`src/inc/cio_consts.svh`:
```
`ifndef CIO_CONSTS_SVH
`define CIO_CONSTS_SVH

// Register byte offsets, port form (one bit per pin)
`define CIO_OFF_OUT_VALUE 8'h00
`define CIO_OFF_PIN_STATE 8'h04
`define CIO_OFF_DM0 8'h08
`define CIO_OFF_DM1 8'h0C
`define CIO_OFF_DM2 8'h10
`define CIO_OFF_BYPASS 8'h14
`define CIO_OFF_BIDIR 8'h18
`define CIO_OFF_INT_RISE 8'h1C
`define CIO_OFF_INT_FALL 8'h20
`define CIO_OFF_INT_STAT 8'h24
`define CIO_OFF_INT_MASK 8'h28
`define CIO_OFF_REGULATED 8'h2C

// Pin form: one word per pin from this base, stride 4
`define CIO_OFF_PIN_BASE 8'h40
`define CIO_PIN_SEL_HI 7
`define CIO_PIN_SEL_LO 5
`define CIO_PIN_SEL_VAL 3'h2

// Pin form field positions
`define CIO_PF_OUT 0
`define CIO_PF_STATE 1
`define CIO_PF_DM_LSB 2
`define CIO_PF_DM_MSB 4
`define CIO_PF_BYP 5
`define CIO_PF_BIDIR 6
`define CIO_PF_RISE 7
`define CIO_PF_FALL 8
`define CIO_PF_W 9

// Reset values
`define CIO_RST_DM 3'h0
`define CIO_RST_BIT 1'h0

`endif

```
`src/inc/cio_pkg.sv`:
```
package cio_pkg;

    // Drive mode codes
    typedef enum logic [2:0] {
        CIO_DM_HIZ_ANALOG = 3'h0,
        CIO_DM_HIZ_DIGITAL = 3'h1,
        CIO_DM_RES_UP = 3'h2,
        CIO_DM_RES_DOWN = 3'h3,
        CIO_DM_OD_LOW = 3'h4,
        CIO_DM_OD_HIGH = 3'h5,
        CIO_DM_STRONG = 3'h6,
        CIO_DM_RES_BOTH = 3'h7
    } cio_drive_e;

    // AXI response codes
    typedef enum logic [1:0] {
        CIO_RESP_OKAY = 2'h0,
        CIO_RESP_SLVERR = 2'h2
    } cio_resp_e;

endpackage

```
`src/hdl/cio_pin.sv`:
```
`timescale 1ns/100ps
module cio_pin
    import cio_pkg::*;
(
    // Clock and reset
    input wire logic clock,
    input wire logic sys_rst,
    // Configuration
    input wire cio_pkg::cio_drive_e drive_mode_code,
    input wire logic out_value,
    input wire logic bypass_sel,
    input wire logic bypass_value,
    input wire logic bidir_en,
    input wire logic bidir_oe,
    input wire logic regulated,
    input wire logic bus_pin,
    input wire logic rise_en,
    input wire logic fall_en,
    // Pad
    input wire logic pin_in,
    output logic pin_out,
    output logic pin_oe,
    output logic pull_up,
    output logic pull_dn,
    // Input side
    output logic level,
    output logic event_pulse
);
    import cio_pkg::*;

    logic s1_q, s2_q, s3_q, lvl_q, ev_q;
    logic out_q, oe_q, pu_q, pd_q;
    logic buf_en, lvl_d, val;
    cio_drive_e m_bidir, m_bus, m_eff;

    // Analog high impedance switches the input buffer off
    assign buf_en = (drive_mode_code != CIO_DM_HIZ_ANALOG);
    // Level moves only when the second and third stages agree
    assign lvl_d = (s2_q == s3_q) ? s3_q : lvl_q;
    assign level = lvl_q & buf_en;
    assign event_pulse = ev_q;

    // Routed enable drops the pin to digital high impedance
    assign m_bidir = (bidir_en && !bidir_oe) ? CIO_DM_HIZ_DIGITAL : drive_mode_code;
    // Bus pins only know input or push-pull
    assign m_bus = (bus_pin && m_bidir > CIO_DM_HIZ_DIGITAL) ? CIO_DM_STRONG : m_bidir;
    // Regulated special pins have no resistive modes; fall back to input only
    assign m_eff = (regulated && (m_bus == CIO_DM_RES_UP || m_bus == CIO_DM_RES_DOWN
                   || m_bus == CIO_DM_RES_BOTH)) ? CIO_DM_HIZ_DIGITAL : m_bus;
    assign val = bypass_sel ? bypass_value : out_value;

    assign pin_out = out_q;
    assign pin_oe = oe_q;
    assign pull_up = pu_q;
    assign pull_dn = pd_q;

    // Input synchroniser and edge detector
    always_ff @(posedge clock or posedge sys_rst)
    begin
        if (sys_rst)
        begin
            s1_q <= 1'h0;
            s2_q <= 1'h0;
            s3_q <= 1'h0;
            lvl_q <= 1'h0;
            ev_q <= 1'h0;
        end
        else
        begin
            s1_q <= pin_in;
            s2_q <= s1_q;
            s3_q <= s2_q;
            lvl_q <= lvl_d;
            ev_q <= buf_en && ((rise_en && lvl_d && !lvl_q)
                  || (fall_en && !lvl_d && lvl_q));
        end
    end

    // Drive table, registered so the pad sees clean levels
    always_ff @(posedge clock or posedge sys_rst)
    begin
        if (sys_rst)
        begin
            out_q <= 1'h0;
            oe_q <= 1'h0;
            pu_q <= 1'h0;
            pd_q <= 1'h0;
        end
        else
        begin
            out_q <= val;
            oe_q <= 1'h0;
            pu_q <= 1'h0;
            pd_q <= 1'h0;
            case (m_eff)
                CIO_DM_RES_UP:
                begin
                    oe_q <= !val;
                    pu_q <= val;
                end
                CIO_DM_RES_DOWN:
                begin
                    oe_q <= val;
                    pd_q <= !val;
                end
                CIO_DM_OD_LOW: oe_q <= !val;
                CIO_DM_OD_HIGH: oe_q <= val;
                CIO_DM_STRONG: oe_q <= 1'h1;
                CIO_DM_RES_BOTH:
                begin
                    pu_q <= val;
                    pd_q <= !val;
                end
                default: oe_q <= 1'h0;
            endcase
        end
    end
endmodule

```
`src/hdl/cio_port.sv`:
```
`timescale 1ns/100ps
`include "cio_consts.svh"
module cio_port #(
    parameter int NPINS = 8,
    parameter logic [7:0] SPECIAL_MASK = 8'h00,
    parameter logic [7:0] BUS_MASK = 8'h00
) (
    // Clock and reset
    input wire logic clock,
    input wire logic sys_rst,
    // AXI4-Lite write address and data
    input wire logic [7:0] s_axi_awaddr,
    input wire logic s_axi_awvalid,
    output logic s_axi_awready,
    input wire logic [31:0] s_axi_wdata,
    input wire logic [3:0] s_axi_wstrb,
    input wire logic s_axi_wvalid,
    output logic s_axi_wready,
    // AXI4-Lite write response
    output cio_pkg::cio_resp_e s_axi_bresp,
    output logic s_axi_bvalid,
    input wire logic s_axi_bready,
    // AXI4-Lite read
    input wire logic [7:0] s_axi_araddr,
    input wire logic s_axi_arvalid,
    output logic s_axi_arready,
    output logic [31:0] s_axi_rdata,
    output cio_pkg::cio_resp_e s_axi_rresp,
    output logic s_axi_rvalid,
    input wire logic s_axi_rready,
    // Pads
    input wire logic [NPINS-1:0] pin_in,
    output logic [NPINS-1:0] pin_out,
    output logic [NPINS-1:0] pin_oe,
    output logic [NPINS-1:0] pin_pull_up,
    output logic [NPINS-1:0] pin_pull_dn,
    // Routing fabric
    input wire logic [NPINS-1:0] fabric_out,
    input wire logic [NPINS-1:0] fabric_oe,
    output logic [NPINS-1:0] fabric_in,
    // Port interrupt request
    output logic irq
);
    import cio_pkg::*;

    localparam int PAD = 32 - NPINS;
    localparam int PFPAD = 32 - `CIO_PF_W;

    logic aw_have_q, w_have_q, bvalid_q, rvalid_q, irq_q;
    logic [7:0] aw_addr_q;
    logic [31:0] w_data_q, rdata_q;
    logic [3:0] w_strb_q;
    cio_resp_e bresp_q, rresp_q;
    logic [NPINS-1:0] out_q, dm0_q, dm1_q, dm2_q, byp_q, bie_q;
    logic [NPINS-1:0] rise_q, fall_q, stat_q, mask_q, regl_q;
    logic [NPINS-1:0] level, events, stat_clr, stat_d, port_new;
    logic [`CIO_PF_W-1:0] pin_word [NPINS];
    logic [`CIO_PF_W-1:0] pw_new;
    logic [31:0] wmask, rd_word;
    logic [2:0] widx, ridx;
    logic do_wr, ar_fire, wr_hit, rd_hit, wr_pin, rd_pin;
    logic wr_out, wr_dm0, wr_dm1, wr_dm2, wr_byp, wr_bie;
    logic wr_rise, wr_fall, wr_stat, wr_mask, wr_regl;
    logic rd_stat;

    // AXI handshakes; address and data are taken in either order
    assign s_axi_awready = !aw_have_q;
    assign s_axi_wready = !w_have_q;
    assign s_axi_bvalid = bvalid_q;
    assign s_axi_bresp = bresp_q;
    assign s_axi_arready = !rvalid_q;
    assign s_axi_rvalid = rvalid_q;
    assign s_axi_rdata = rdata_q;
    assign s_axi_rresp = rresp_q;
    assign do_wr = aw_have_q && w_have_q && !bvalid_q;
    assign ar_fire = s_axi_arvalid && !rvalid_q;

    // Byte strobes widened to a bit mask
    assign wmask = {{8{w_strb_q[3]}}, {8{w_strb_q[2]}}, {8{w_strb_q[1]}}, {8{w_strb_q[0]}}};
    assign port_new = w_data_q[NPINS-1:0];

    // Write decode
    assign widx = aw_addr_q[4:2];
    assign wr_pin = do_wr && aw_addr_q[`CIO_PIN_SEL_HI:`CIO_PIN_SEL_LO] == `CIO_PIN_SEL_VAL
                    && aw_addr_q[1:0] == 2'h0 && int'(widx) < NPINS;
    assign wr_out = do_wr && aw_addr_q == `CIO_OFF_OUT_VALUE;
    assign wr_dm0 = do_wr && aw_addr_q == `CIO_OFF_DM0;
    assign wr_dm1 = do_wr && aw_addr_q == `CIO_OFF_DM1;
    assign wr_dm2 = do_wr && aw_addr_q == `CIO_OFF_DM2;
    assign wr_byp = do_wr && aw_addr_q == `CIO_OFF_BYPASS;
    assign wr_bie = do_wr && aw_addr_q == `CIO_OFF_BIDIR;
    assign wr_rise = do_wr && aw_addr_q == `CIO_OFF_INT_RISE;
    assign wr_fall = do_wr && aw_addr_q == `CIO_OFF_INT_FALL;
    assign wr_stat = do_wr && aw_addr_q == `CIO_OFF_INT_STAT;
    assign wr_mask = do_wr && aw_addr_q == `CIO_OFF_INT_MASK;
    assign wr_regl = do_wr && aw_addr_q == `CIO_OFF_REGULATED;
    // Pin state is read only, so a write to it is an error
    assign wr_hit = wr_pin || wr_out || wr_dm0 || wr_dm1 || wr_dm2 || wr_byp || wr_bie
                    || wr_rise || wr_fall || wr_stat || wr_mask || wr_regl;
    // Pin form write merges strobed bytes into the pin's current word
    assign pw_new = (pin_word[widx] & ~wmask[`CIO_PF_W-1:0])
                    | (w_data_q[`CIO_PF_W-1:0] & wmask[`CIO_PF_W-1:0]);

    // Read decode
    assign ridx = s_axi_araddr[4:2];
    assign rd_pin = s_axi_araddr[`CIO_PIN_SEL_HI:`CIO_PIN_SEL_LO] == `CIO_PIN_SEL_VAL
                    && s_axi_araddr[1:0] == 2'h0 && int'(ridx) < NPINS;
    assign rd_stat = s_axi_araddr == `CIO_OFF_INT_STAT;
    // State is read from the pins, never from the output register
    assign rd_word =
        rd_pin ? {{PFPAD{1'b0}}, pin_word[ridx]} :
        (s_axi_araddr == `CIO_OFF_OUT_VALUE) ? {{PAD{1'b0}}, out_q} :
        (s_axi_araddr == `CIO_OFF_PIN_STATE) ? {{PAD{1'b0}}, level} :
        (s_axi_araddr == `CIO_OFF_DM0) ? {{PAD{1'b0}}, dm0_q} :
        (s_axi_araddr == `CIO_OFF_DM1) ? {{PAD{1'b0}}, dm1_q} :
        (s_axi_araddr == `CIO_OFF_DM2) ? {{PAD{1'b0}}, dm2_q} :
        (s_axi_araddr == `CIO_OFF_BYPASS) ? {{PAD{1'b0}}, byp_q} :
        (s_axi_araddr == `CIO_OFF_BIDIR) ? {{PAD{1'b0}}, bie_q} :
        (s_axi_araddr == `CIO_OFF_INT_RISE) ? {{PAD{1'b0}}, rise_q} :
        (s_axi_araddr == `CIO_OFF_INT_FALL) ? {{PAD{1'b0}}, fall_q} :
        rd_stat ? {{PAD{1'b0}}, stat_q} :
        (s_axi_araddr == `CIO_OFF_INT_MASK) ? {{PAD{1'b0}}, mask_q} :
        (s_axi_araddr == `CIO_OFF_REGULATED) ? {{PAD{1'b0}}, regl_q} :
        32'h0000_0000;
    // Port form words sit back to back from the first offset to the last
    assign rd_hit = rd_pin || (s_axi_araddr <= `CIO_OFF_REGULATED && s_axi_araddr[1:0] == 2'h0);

    // Status: read clears, write one clears, a new event always wins
    assign stat_clr = ((ar_fire && rd_stat) ? {NPINS{1'b1}} : {NPINS{1'b0}})
                      | (wr_stat ? (port_new & wmask[NPINS-1:0]) : {NPINS{1'b0}});
    assign stat_d = (stat_q & ~stat_clr) | events;
    assign irq = irq_q;

    // Write channel
    always_ff @(posedge clock or posedge sys_rst)
    begin
        if (sys_rst)
        begin
            aw_have_q <= 1'h0;
            w_have_q <= 1'h0;
            aw_addr_q <= 8'h00;
            w_data_q <= 32'h0000_0000;
            w_strb_q <= 4'h0;
            bvalid_q <= 1'h0;
            bresp_q <= CIO_RESP_OKAY;
        end
        else
        begin
            if (s_axi_awvalid && !aw_have_q)
            begin
                aw_have_q <= 1'h1;
                aw_addr_q <= s_axi_awaddr;
            end
            else if (do_wr)
                aw_have_q <= 1'h0;
            if (s_axi_wvalid && !w_have_q)
            begin
                w_have_q <= 1'h1;
                w_data_q <= s_axi_wdata;
                w_strb_q <= s_axi_wstrb;
            end
            else if (do_wr)
                w_have_q <= 1'h0;
            if (do_wr)
            begin
                bvalid_q <= 1'h1;
                bresp_q <= wr_hit ? CIO_RESP_OKAY : CIO_RESP_SLVERR;
            end
            else if (s_axi_bready)
                bvalid_q <= 1'h0;
        end
    end

    // Read channel
    always_ff @(posedge clock or posedge sys_rst)
    begin
        if (sys_rst)
        begin
            rvalid_q <= 1'h0;
            rdata_q <= 32'h0000_0000;
            rresp_q <= CIO_RESP_OKAY;
        end
        else if (ar_fire)
        begin
            rvalid_q <= 1'h1;
            rdata_q <= rd_word;
            rresp_q <= rd_hit ? CIO_RESP_OKAY : CIO_RESP_SLVERR;
        end
        else if (s_axi_rready)
            rvalid_q <= 1'h0;
    end

    // Output data and drive mode planes, either register form
    always_ff @(posedge clock or posedge sys_rst)
    begin
        if (sys_rst)
        begin
            out_q <= {NPINS{`CIO_RST_BIT}};
            dm0_q <= {NPINS{`CIO_RST_BIT}};
            dm1_q <= {NPINS{`CIO_RST_BIT}};
            dm2_q <= {NPINS{`CIO_RST_BIT}};
        end
        else if (wr_pin)
        begin
            out_q[widx] <= pw_new[`CIO_PF_OUT];
            dm0_q[widx] <= pw_new[`CIO_PF_DM_LSB];
            dm1_q[widx] <= pw_new[`CIO_PF_DM_LSB + 1];
            dm2_q[widx] <= pw_new[`CIO_PF_DM_MSB];
        end
        else
        begin
            out_q <= wr_out ? (out_q & ~wmask[NPINS-1:0]) | (port_new & wmask[NPINS-1:0]) : out_q;
            dm0_q <= wr_dm0 ? (dm0_q & ~wmask[NPINS-1:0]) | (port_new & wmask[NPINS-1:0]) : dm0_q;
            dm1_q <= wr_dm1 ? (dm1_q & ~wmask[NPINS-1:0]) | (port_new & wmask[NPINS-1:0]) : dm1_q;
            dm2_q <= wr_dm2 ? (dm2_q & ~wmask[NPINS-1:0]) | (port_new & wmask[NPINS-1:0]) : dm2_q;
        end
    end

    // Bypass, bidirectional and edge selection, either register form
    always_ff @(posedge clock or posedge sys_rst)
    begin
        if (sys_rst)
        begin
            byp_q <= {NPINS{`CIO_RST_BIT}};
            bie_q <= {NPINS{`CIO_RST_BIT}};
            rise_q <= {NPINS{`CIO_RST_BIT}};
            fall_q <= {NPINS{`CIO_RST_BIT}};
        end
        else if (wr_pin)
        begin
            byp_q[widx] <= pw_new[`CIO_PF_BYP];
            bie_q[widx] <= pw_new[`CIO_PF_BIDIR];
            rise_q[widx] <= pw_new[`CIO_PF_RISE];
            fall_q[widx] <= pw_new[`CIO_PF_FALL];
        end
        else
        begin
            byp_q <= wr_byp ? (byp_q & ~wmask[NPINS-1:0]) | (port_new & wmask[NPINS-1:0]) : byp_q;
            bie_q <= wr_bie ? (bie_q & ~wmask[NPINS-1:0]) | (port_new & wmask[NPINS-1:0]) : bie_q;
            rise_q <= wr_rise ? (rise_q & ~wmask[NPINS-1:0]) | (port_new & wmask[NPINS-1:0]) : rise_q;
            fall_q <= wr_fall ? (fall_q & ~wmask[NPINS-1:0]) | (port_new & wmask[NPINS-1:0]) : fall_q;
        end
    end

    // Interrupt status, mask and regulated-level selection
    always_ff @(posedge clock or posedge sys_rst)
    begin
        if (sys_rst)
        begin
            stat_q <= {NPINS{`CIO_RST_BIT}};
            mask_q <= {NPINS{`CIO_RST_BIT}};
            regl_q <= {NPINS{`CIO_RST_BIT}};
            irq_q <= 1'h0;
        end
        else
        begin
            stat_q <= stat_d;
            irq_q <= |(stat_d & mask_q);
            if (wr_mask)
                mask_q <= (mask_q & ~wmask[NPINS-1:0]) | (port_new & wmask[NPINS-1:0]);
            // Only special pins can select the regulated level
            if (wr_regl)
                regl_q <= ((regl_q & ~wmask[NPINS-1:0]) | (port_new & wmask[NPINS-1:0]))
                          & SPECIAL_MASK[NPINS-1:0];
        end
    end

    // One pin slice per pin; fabric sees the gated input level
    assign fabric_in = level;
    for (genvar i = 0; i < NPINS; i++)
    begin : g_pin
        assign pin_word[i] = {fall_q[i], rise_q[i], bie_q[i], byp_q[i],
                              dm2_q[i], dm1_q[i], dm0_q[i], level[i], out_q[i]};
        cio_pin u_pin (
            .clock(clock),
            .sys_rst(sys_rst),
            .drive_mode_code(cio_drive_e'({dm2_q[i], dm1_q[i], dm0_q[i]})),
            .out_value(out_q[i]),
            .bypass_sel(byp_q[i]),
            .bypass_value(fabric_out[i]),
            .bidir_en(bie_q[i]),
            .bidir_oe(fabric_oe[i]),
            .regulated(regl_q[i]),
            .bus_pin(BUS_MASK[i]),
            .rise_en(rise_q[i]),
            .fall_en(fall_q[i]),
            .pin_in(pin_in[i]),
            .pin_out(pin_out[i]),
            .pin_oe(pin_oe[i]),
            .pull_up(pin_pull_up[i]),
            .pull_dn(pin_pull_dn[i]),
            .level(level[i]),
            .event_pulse(events[i])
        );
    end
endmodule

```
`config.mk`:
```
export PLATFORM = sky130hd
export DESIGN_NAME = cio_port
export DESIGN_NICKNAME = d
export VERILOG_FILES = /design/src/inc/cio_pkg.sv /design/src/hdl/cio_pin.sv /design/src/hdl/cio_port.sv
export VERILOG_INCLUDE_DIRS = /design/src /design/src/inc
export SDC_FILE = /design/constraint.sdc
export NUM_CORES = 1
export LEC_CHECK = 0
export ABC_AREA = 1
export BUFFER_PORTS_ARGS = -buffer_cell sky130_fd_sc_hd__buf_2
export CORE_ASPECT_RATIO = 1.25
export CORE_MARGIN = 5
export CORE_UTILIZATION = 50
export CTS_CLUSTER_SIZE = 12
export DETAILED_ROUTE_END_ITERATION = 8
export GPL_TIMING_DRIVEN = 0
export PLACE_DENSITY_LB_ADDON = 0.2
export SYNTH_ARGS = -nofsm -noshare
export SYNTH_HDL_FRONTEND = slang
export SYNTH_SLANG_ARGS = --single-unit
export TNS_END_PERCENT = 50
```
`constraint.sdc`:
```
create_clock -name clock -period 12.5 [get_ports clock]
set_input_delay 1.875 -clock clock [delete_from_list [all_inputs] [get_ports clock]]
set_output_delay 1.875 -clock clock [all_outputs]
set_load 0.01 [all_outputs]
```
==> After elaboration in Yosys (flattened, before gate mapping) <==
Cells that the tools add are included.
{ "word_totals": {"wordCells": 501, "reg_bits": 212, "inputBits": 83, "out_inout_bits": 82} }
{ "op_classes": {"eq_ne": 78, "muxes": 103, "n_lt_le_gt_ge": 5, "reduce_logical": 183, "n_bitwise": 39} }
{ "ops": {"columns": ["op", "count"], "rows": [
  ["$mux 8", 29],
  ["$and 8x8->8", 12],
  ["$eq 3x3->1 const B", 32],
  ["$or 8x8->8", 11],
  ["$logic_and 1x1->1", 70],
  ["$bwmux 8", 8],
  ["$eq 8x5->1 const B", 8],
  ["$reduce_or 2->1", 32],
  ["$eq 8x6->1 const B", 7],
  ["$bmux 9 s3", 2],
  ["$eq 3x2->1 const B", 18],
  ["$mux 9", 5],
  ["$mux 1", 40],
  ["$logic_not 1->1", 36],
  ["$eq 8x4->1 const B", 4],
  ["$mux 3", 8],
  ["$pmux 1 s3", 8],
  ["$reduce_bool 2->1", 12],
  ["$reduce_bool 3->1", 8],
  ["$logic_or 1x1->1", 20],
  ["$and 9x9->9", 2],
  ["$logic_not 8->1", 2],
  ["$not 8->8", 2],
  ["$not 9->9", 1],
  ["other kinds (13)", 31]
]} }

==> Depth between registers and ports, before layout <==
{ "depth": {"word_depth": 16, "ltp_mapped": 13} }

==> Cells and area by module <==
A second synthesis with hierarchy kept.
{ "unflattened": {"hier_cells": 1586, "area_unflattened_um2": 11619.9} }
{ "modules_own_cells": {"columns": ["mod", "instances", "area_each_um2", "cells_each"], "rows": [
  ["cio_port", 1, 7576.0, 1098],
  ["cio_pin", 8, 505.5, 61]
]} }

==> Least setup slack after synthesis <==
Ideal clock, no wire load.
{ "synth_timing": {"path_kind": "input-to-reg", "start": "input s_axi_araddr[4]", "end": "register irq_q (netlist: irq)", "path_slack_ns": 9.389, "t_arrival_ns": 2.992, "required_time_ns": 12.381, "cell_stages": 10, "cell_sequence": "clkbuf_2 > inv_2 > nand3_1 > nor2_4 > nand2_4 > nand2_1 > o21bai_2 > a22o_1 > nor2_1 > nand2_1"} }
{ "synth_between": {"elab_chain_len": 9} }
{ "synth_rtl": {"columns": ["item", "line_no", "source"], "rows": [
  ["start: declaration", "cio_port.sv:24", "input wire logic [7:0] s_axi_araddr,"],
  ["$eq 8x6->1 (no line)", null, null],
  ["$logic_and 1x1->1", "cio_port.sv:129", "assign stat_clr = ((ar_fire && rd_stat) ? {NPINS{1'b1}} : {NPINS{1'b0}})"],
  ["$mux 8", "cio_port.sv:129", null],
  ["$or 8x8->8", "cio_port.sv:130", "| (wr_stat ? (port_new & wmask[NPINS-1:0]) : {NPINS{1'b0}});"],
  ["$not 8->8", "cio_port.sv:131", "assign stat_d = (stat_q & ~stat_clr) | events;"],
  ["$and 8x8->8", "cio_port.sv:131", null],
  ["$or 8x8->8", "cio_port.sv:131", null],
  ["net stat_d[6]", "cio_port.sv:56", "logic [NPINS-1:0] level, events, stat_clr, stat_d, port_new;"],
  ["$and 8x8->8", "cio_port.sv:258", "irq_q <= |(stat_d & mask_q);"],
  ["$reduce_or 8->1", "cio_port.sv:258", null],
  ["end signal: assignment", "cio_port.sv:258", null],
  ["end: declaration", "cio_port.sv:49", "logic aw_have_q, w_have_q, bvalid_q, rvalid_q, irq_q;"]
]} }
The timed path passes the listed nets, and every way through them passes these cells.
A chain may end at the register's enable or synchronous reset.

==> impl_metrics.csv <==
group,metric,value,unit
outcome,outcome,"completed",
pwr,p_leak,6.062,nW
synthesis,synth_area,10630,µm²
worst_setup_path,crit_family,"simple AND/OR/NAND/NOR gates",
global_routing,grt_overflow_total,0,
worst_setup_path,critPathLaunchType,"flop",
sta,skew,11.65,ps
pwr,switching_share,44.12,%
floorplan,die-area,24300,µm²
place,gp_congestion,1.050,
global_routing,grt.total_usage,32.13,%
sta,fin_crit_sh,31.67,%
synthesis,yosysSeqAreaShare,44.01,%
worst_setup_path,cp.arrival,2080,ps
flow_run,cap_violations,0,
sta,rsz0062_at_grt,"no",
worst_setup_path,path_cells,"nor3_1, nor2_1, buf_4, buf_2",
place,place_area,11670,µm²
sta,max_freq,0.2526,GHz
clocking,hold_buffers,0,
sta,setup_tns,0,ps
sta,hold_viol,0,
pwr,clockPowerShare,24.3,%
layout,drive_gt1_share,18.43,%
worst_setup_path,worst-path-buf-inv,2,
pwr,p_seq_share,37.2,%
floorplan,start_util,50.90,%
clocking,clk_pin_slew,70,ps
global_routing,antenna_found_initial,0,
global_routing,use_met2,49.12,%
global_routing,grt_max_degree,110,
synthesis,synth_xor_area_share,0,%
layout,fin_nets,1639,
clocking,cts_root_buf,"clkbuf_16",
floorplan,ioPinCount,165,
sta,relSlewSlack,28.26,%
clocking,cts_max_level,4,
synthesis,avgSynthCellArea,7.601,µm²
global_routing,busiest_layer,"met2",
synthesis,ys_seq_elements,187,
place,dp_hpwl,30.85,mm
worst_hold_path,hold_class,"flop to flop",
pwr,internal_power,1.273,mW
floorplan,rows,59,
floorplan,fp.dieH,173.1,µm
detailed_routing,first_pass_iters,6,
floorplan,core,20890,µm²
synthesis,synth_cell_type_count,50,
synthesis,synthAdderAreaFrac,0.7530,%
synthesis,synth_top_family_by_area,"simple AND/OR/NAND/NOR gates",
sta,tightest_slew,1067,ps
synthesis,synthFlopType,"dfrtp_1",
worst_setup_path,critPathMaxFanout,7,
synthesis,yosys_warnings,0,
clocking,cts_tree,"built",
synthesis,synth.area.mux_share,0.2118,%
pwr,comb_power_share,38.5,%
clocking,clock_latency,440,ps
worst_setup_path,crit_path_end_kind,"output pin",
detailed_routing,wl_per_cell,21.31,µm
worst_setup_path,max_stage_delay,610,ps
global_routing,grt_pass1_vias,10055,
synthesis,synth_cells,1399,
sta,slew_viol_final,0,
place,io_buffers,113,
layout,fin_util,58.71,%
layout,fillers,1996,
detailed_routing,viasPerCell,5.733,
pwr,switchingPower,1.005,mW
detailed_routing,ant_nets,0,
worst_setup_path,crit_path_top_delay_cell,"nor3_1",
detailed_routing,drc,0,
clocking,cts_buffers,17,
detailed_routing,wl,39.26,mm
worst_setup_path,cp.required,10620,ps
synthesis,async_flop_share,100.0,%
synthesis,yosys.area_share.simple,24.81,%
clocking,clock_sinks,187,
synthesis,synth_compound_area_share,18.33,%
layout,diodes,0,
clocking,cts_resized,0,
detailed_routing,drt_iter0_drc,1267,
sta,fin_crit,3958,ps
global_routing,grt_pass1_wl,59.73,mm
detailed_routing,vias,10560,
worst_setup_path,critPathKind,"flop to output pin",
layout,area_delta_synth_final,15.33,%
pwr,power_per_cell_area,185.8,nW/µm²
global_routing,use_met1,42.43,%
clocking,postCtsSetupBuffers,0,
synthesis,synth-edff-count,0,
layout,final_area,12260,µm²
floorplan,die_x,140.4,µm
pwr,ir_worst_vdd,0.1167,mV
sta,setup-violations-final,0,
global_routing,grt_use_met3,5.691,%
clocking,cts_buffer_depth,2,
[cell usage after synthesis, types with 22 or more instances]
master / count / area (µm²)
inv_1: 153 / 574.3
nand3_1: 57 / 285.3
a22oi_1: 32 / 240.2
nor3_1: 22 / 110.1
a21oi_1: 103 / 515.5
buf_4: 68 / 510.5
o21ai_0: 66 / 330.3
a31oi_1: 23 / 143.9
o22ai_1: 52 / 325.3
dfrtp_1: 187 / 4679
nand2_1: 297 / 1115
nor2_1: 179 / 671.9
[cell type report]
class / instances / area, µm² / area share (%)
clock buffer: 17 / 425.4 / 3.469
multi-input combinational: 974 / 4785 / 39.01
timing repair buffer: 114 / 593.1 / 4.836
tap: 274 / 342.8 / 2.795
clock inverter: 14 / 171.4 / 1.398
sequential: 187 / 4679 / 38.16
buffer: 91 / 618.1 / 5.040
inverter: 171 / 649.4 / 5.295
[per-stage QoR]
stage	hold WS [ps]	setup slack, ps	power (mW)	std cells
finish	350.9	8542	2.278	1842
detailed placement	338.0	8420	1.708	1811
global placement	331.4	3586	1.698	1810
floorplan	331.2	5540	1.370	1423
CTS	355.4	8605	2.262	1842
global route	367.1	8486	2.384	1842
[worst reg2reg max path: cells and delay by family (launching register included)]
| family | cells | cell delay [ps] |
|---|---|---|
| DFF | 1 | 440 |
| buffers and inverters | 2 | 830 |
| and+or+nand+nor | 2 | 320 |
| AOI/OAI and AO/OA | 2 | 710 |
[worst paths after layout]
path | slack (ps) | end | start | cells past startpoint
worst max-delay path | 8540 | fabric_in[6] | flop | 4
worst min-delay path | 350 | g_pin[0].u_pin.s2_q$_DFF_PP0_ | g_pin[0].u_pin.s1_q$_DFF_PP0_ | 0
worst min register to register | 350 | g_pin[0].u_pin.s2_q$_DFF_PP0_ | g_pin[0].u_pin.s1_q$_DFF_PP0_ | 0
worst max register to register | 10110 | flop | aw_addr_q[4]$_DFFE_PP0P_ | 6
max in group asynchronous | 10090 | aw_addr_q[6]$_DFFE_PP0P_ | sys_rst | 3
min in group asynchronous | 1470 | g_pin[3].u_pin.pull_dn$_DFF_PP0_ | sys_rst | 2
[power by group through the flow]
stage          Sequential, mW  Combinational (mW)  Clock [mW]
3_3_place_gp            0.850               0.848           0
5_1_grt                 0.857               0.944       0.583
6_report                0.848               0.878       0.553
3_5_place_dp            0.854               0.854           0
2_1_floorplan           0.812               0.558           0
4_1_cts                 0.842               0.857       0.563
[cells in the final DEF (no fill, tap or decap), drive strengths merged, types with 8 or more instances in the layout]
| cell type | count |
|---|---|
| nor2 | 192 |
| nor3 | 22 |
| inv | 178 |
| dfrtp | 187 |
| clkbuf | 29 |
| conb | 25 |
| o21ai | 68 |
| o22ai | 56 |
| o211ai | 10 |
| a21oi | 103 |
| o311ai | 8 |
| a22oi | 32 |
| or2 | 12 |
| buf | 193 |
| nand4 | 19 |
| nand3 | 58 |
| nand2 | 305 |
| a31oi | 23 |
| maj3 | 8 |
[layer usage]
| layer | routed length (µm) | vias to the layer above | part of all wire (%) |
|---|---|---|---|
| met3 | 3127 | 145 | 8.0 |
| met2 | 17470 | 579 | 45 |
| li1 | - | 4905 | - |
| met5 | 0 | - | 0 |
| met4 | 2818 | 0 | 7.2 |
| met1 | 15840 | 4931 | 40 |
[cell families after synthesis]
logic type                 count (synthesis)
AOI/OAI and AO/OA                        321
adders and majority gates                  8
buffers and inverters                    262
other                                      1
and+or+nand+nor                          618
muxes                                      2
DFF                                      187
Note: power is estimated with default switching activity, not from simulation.
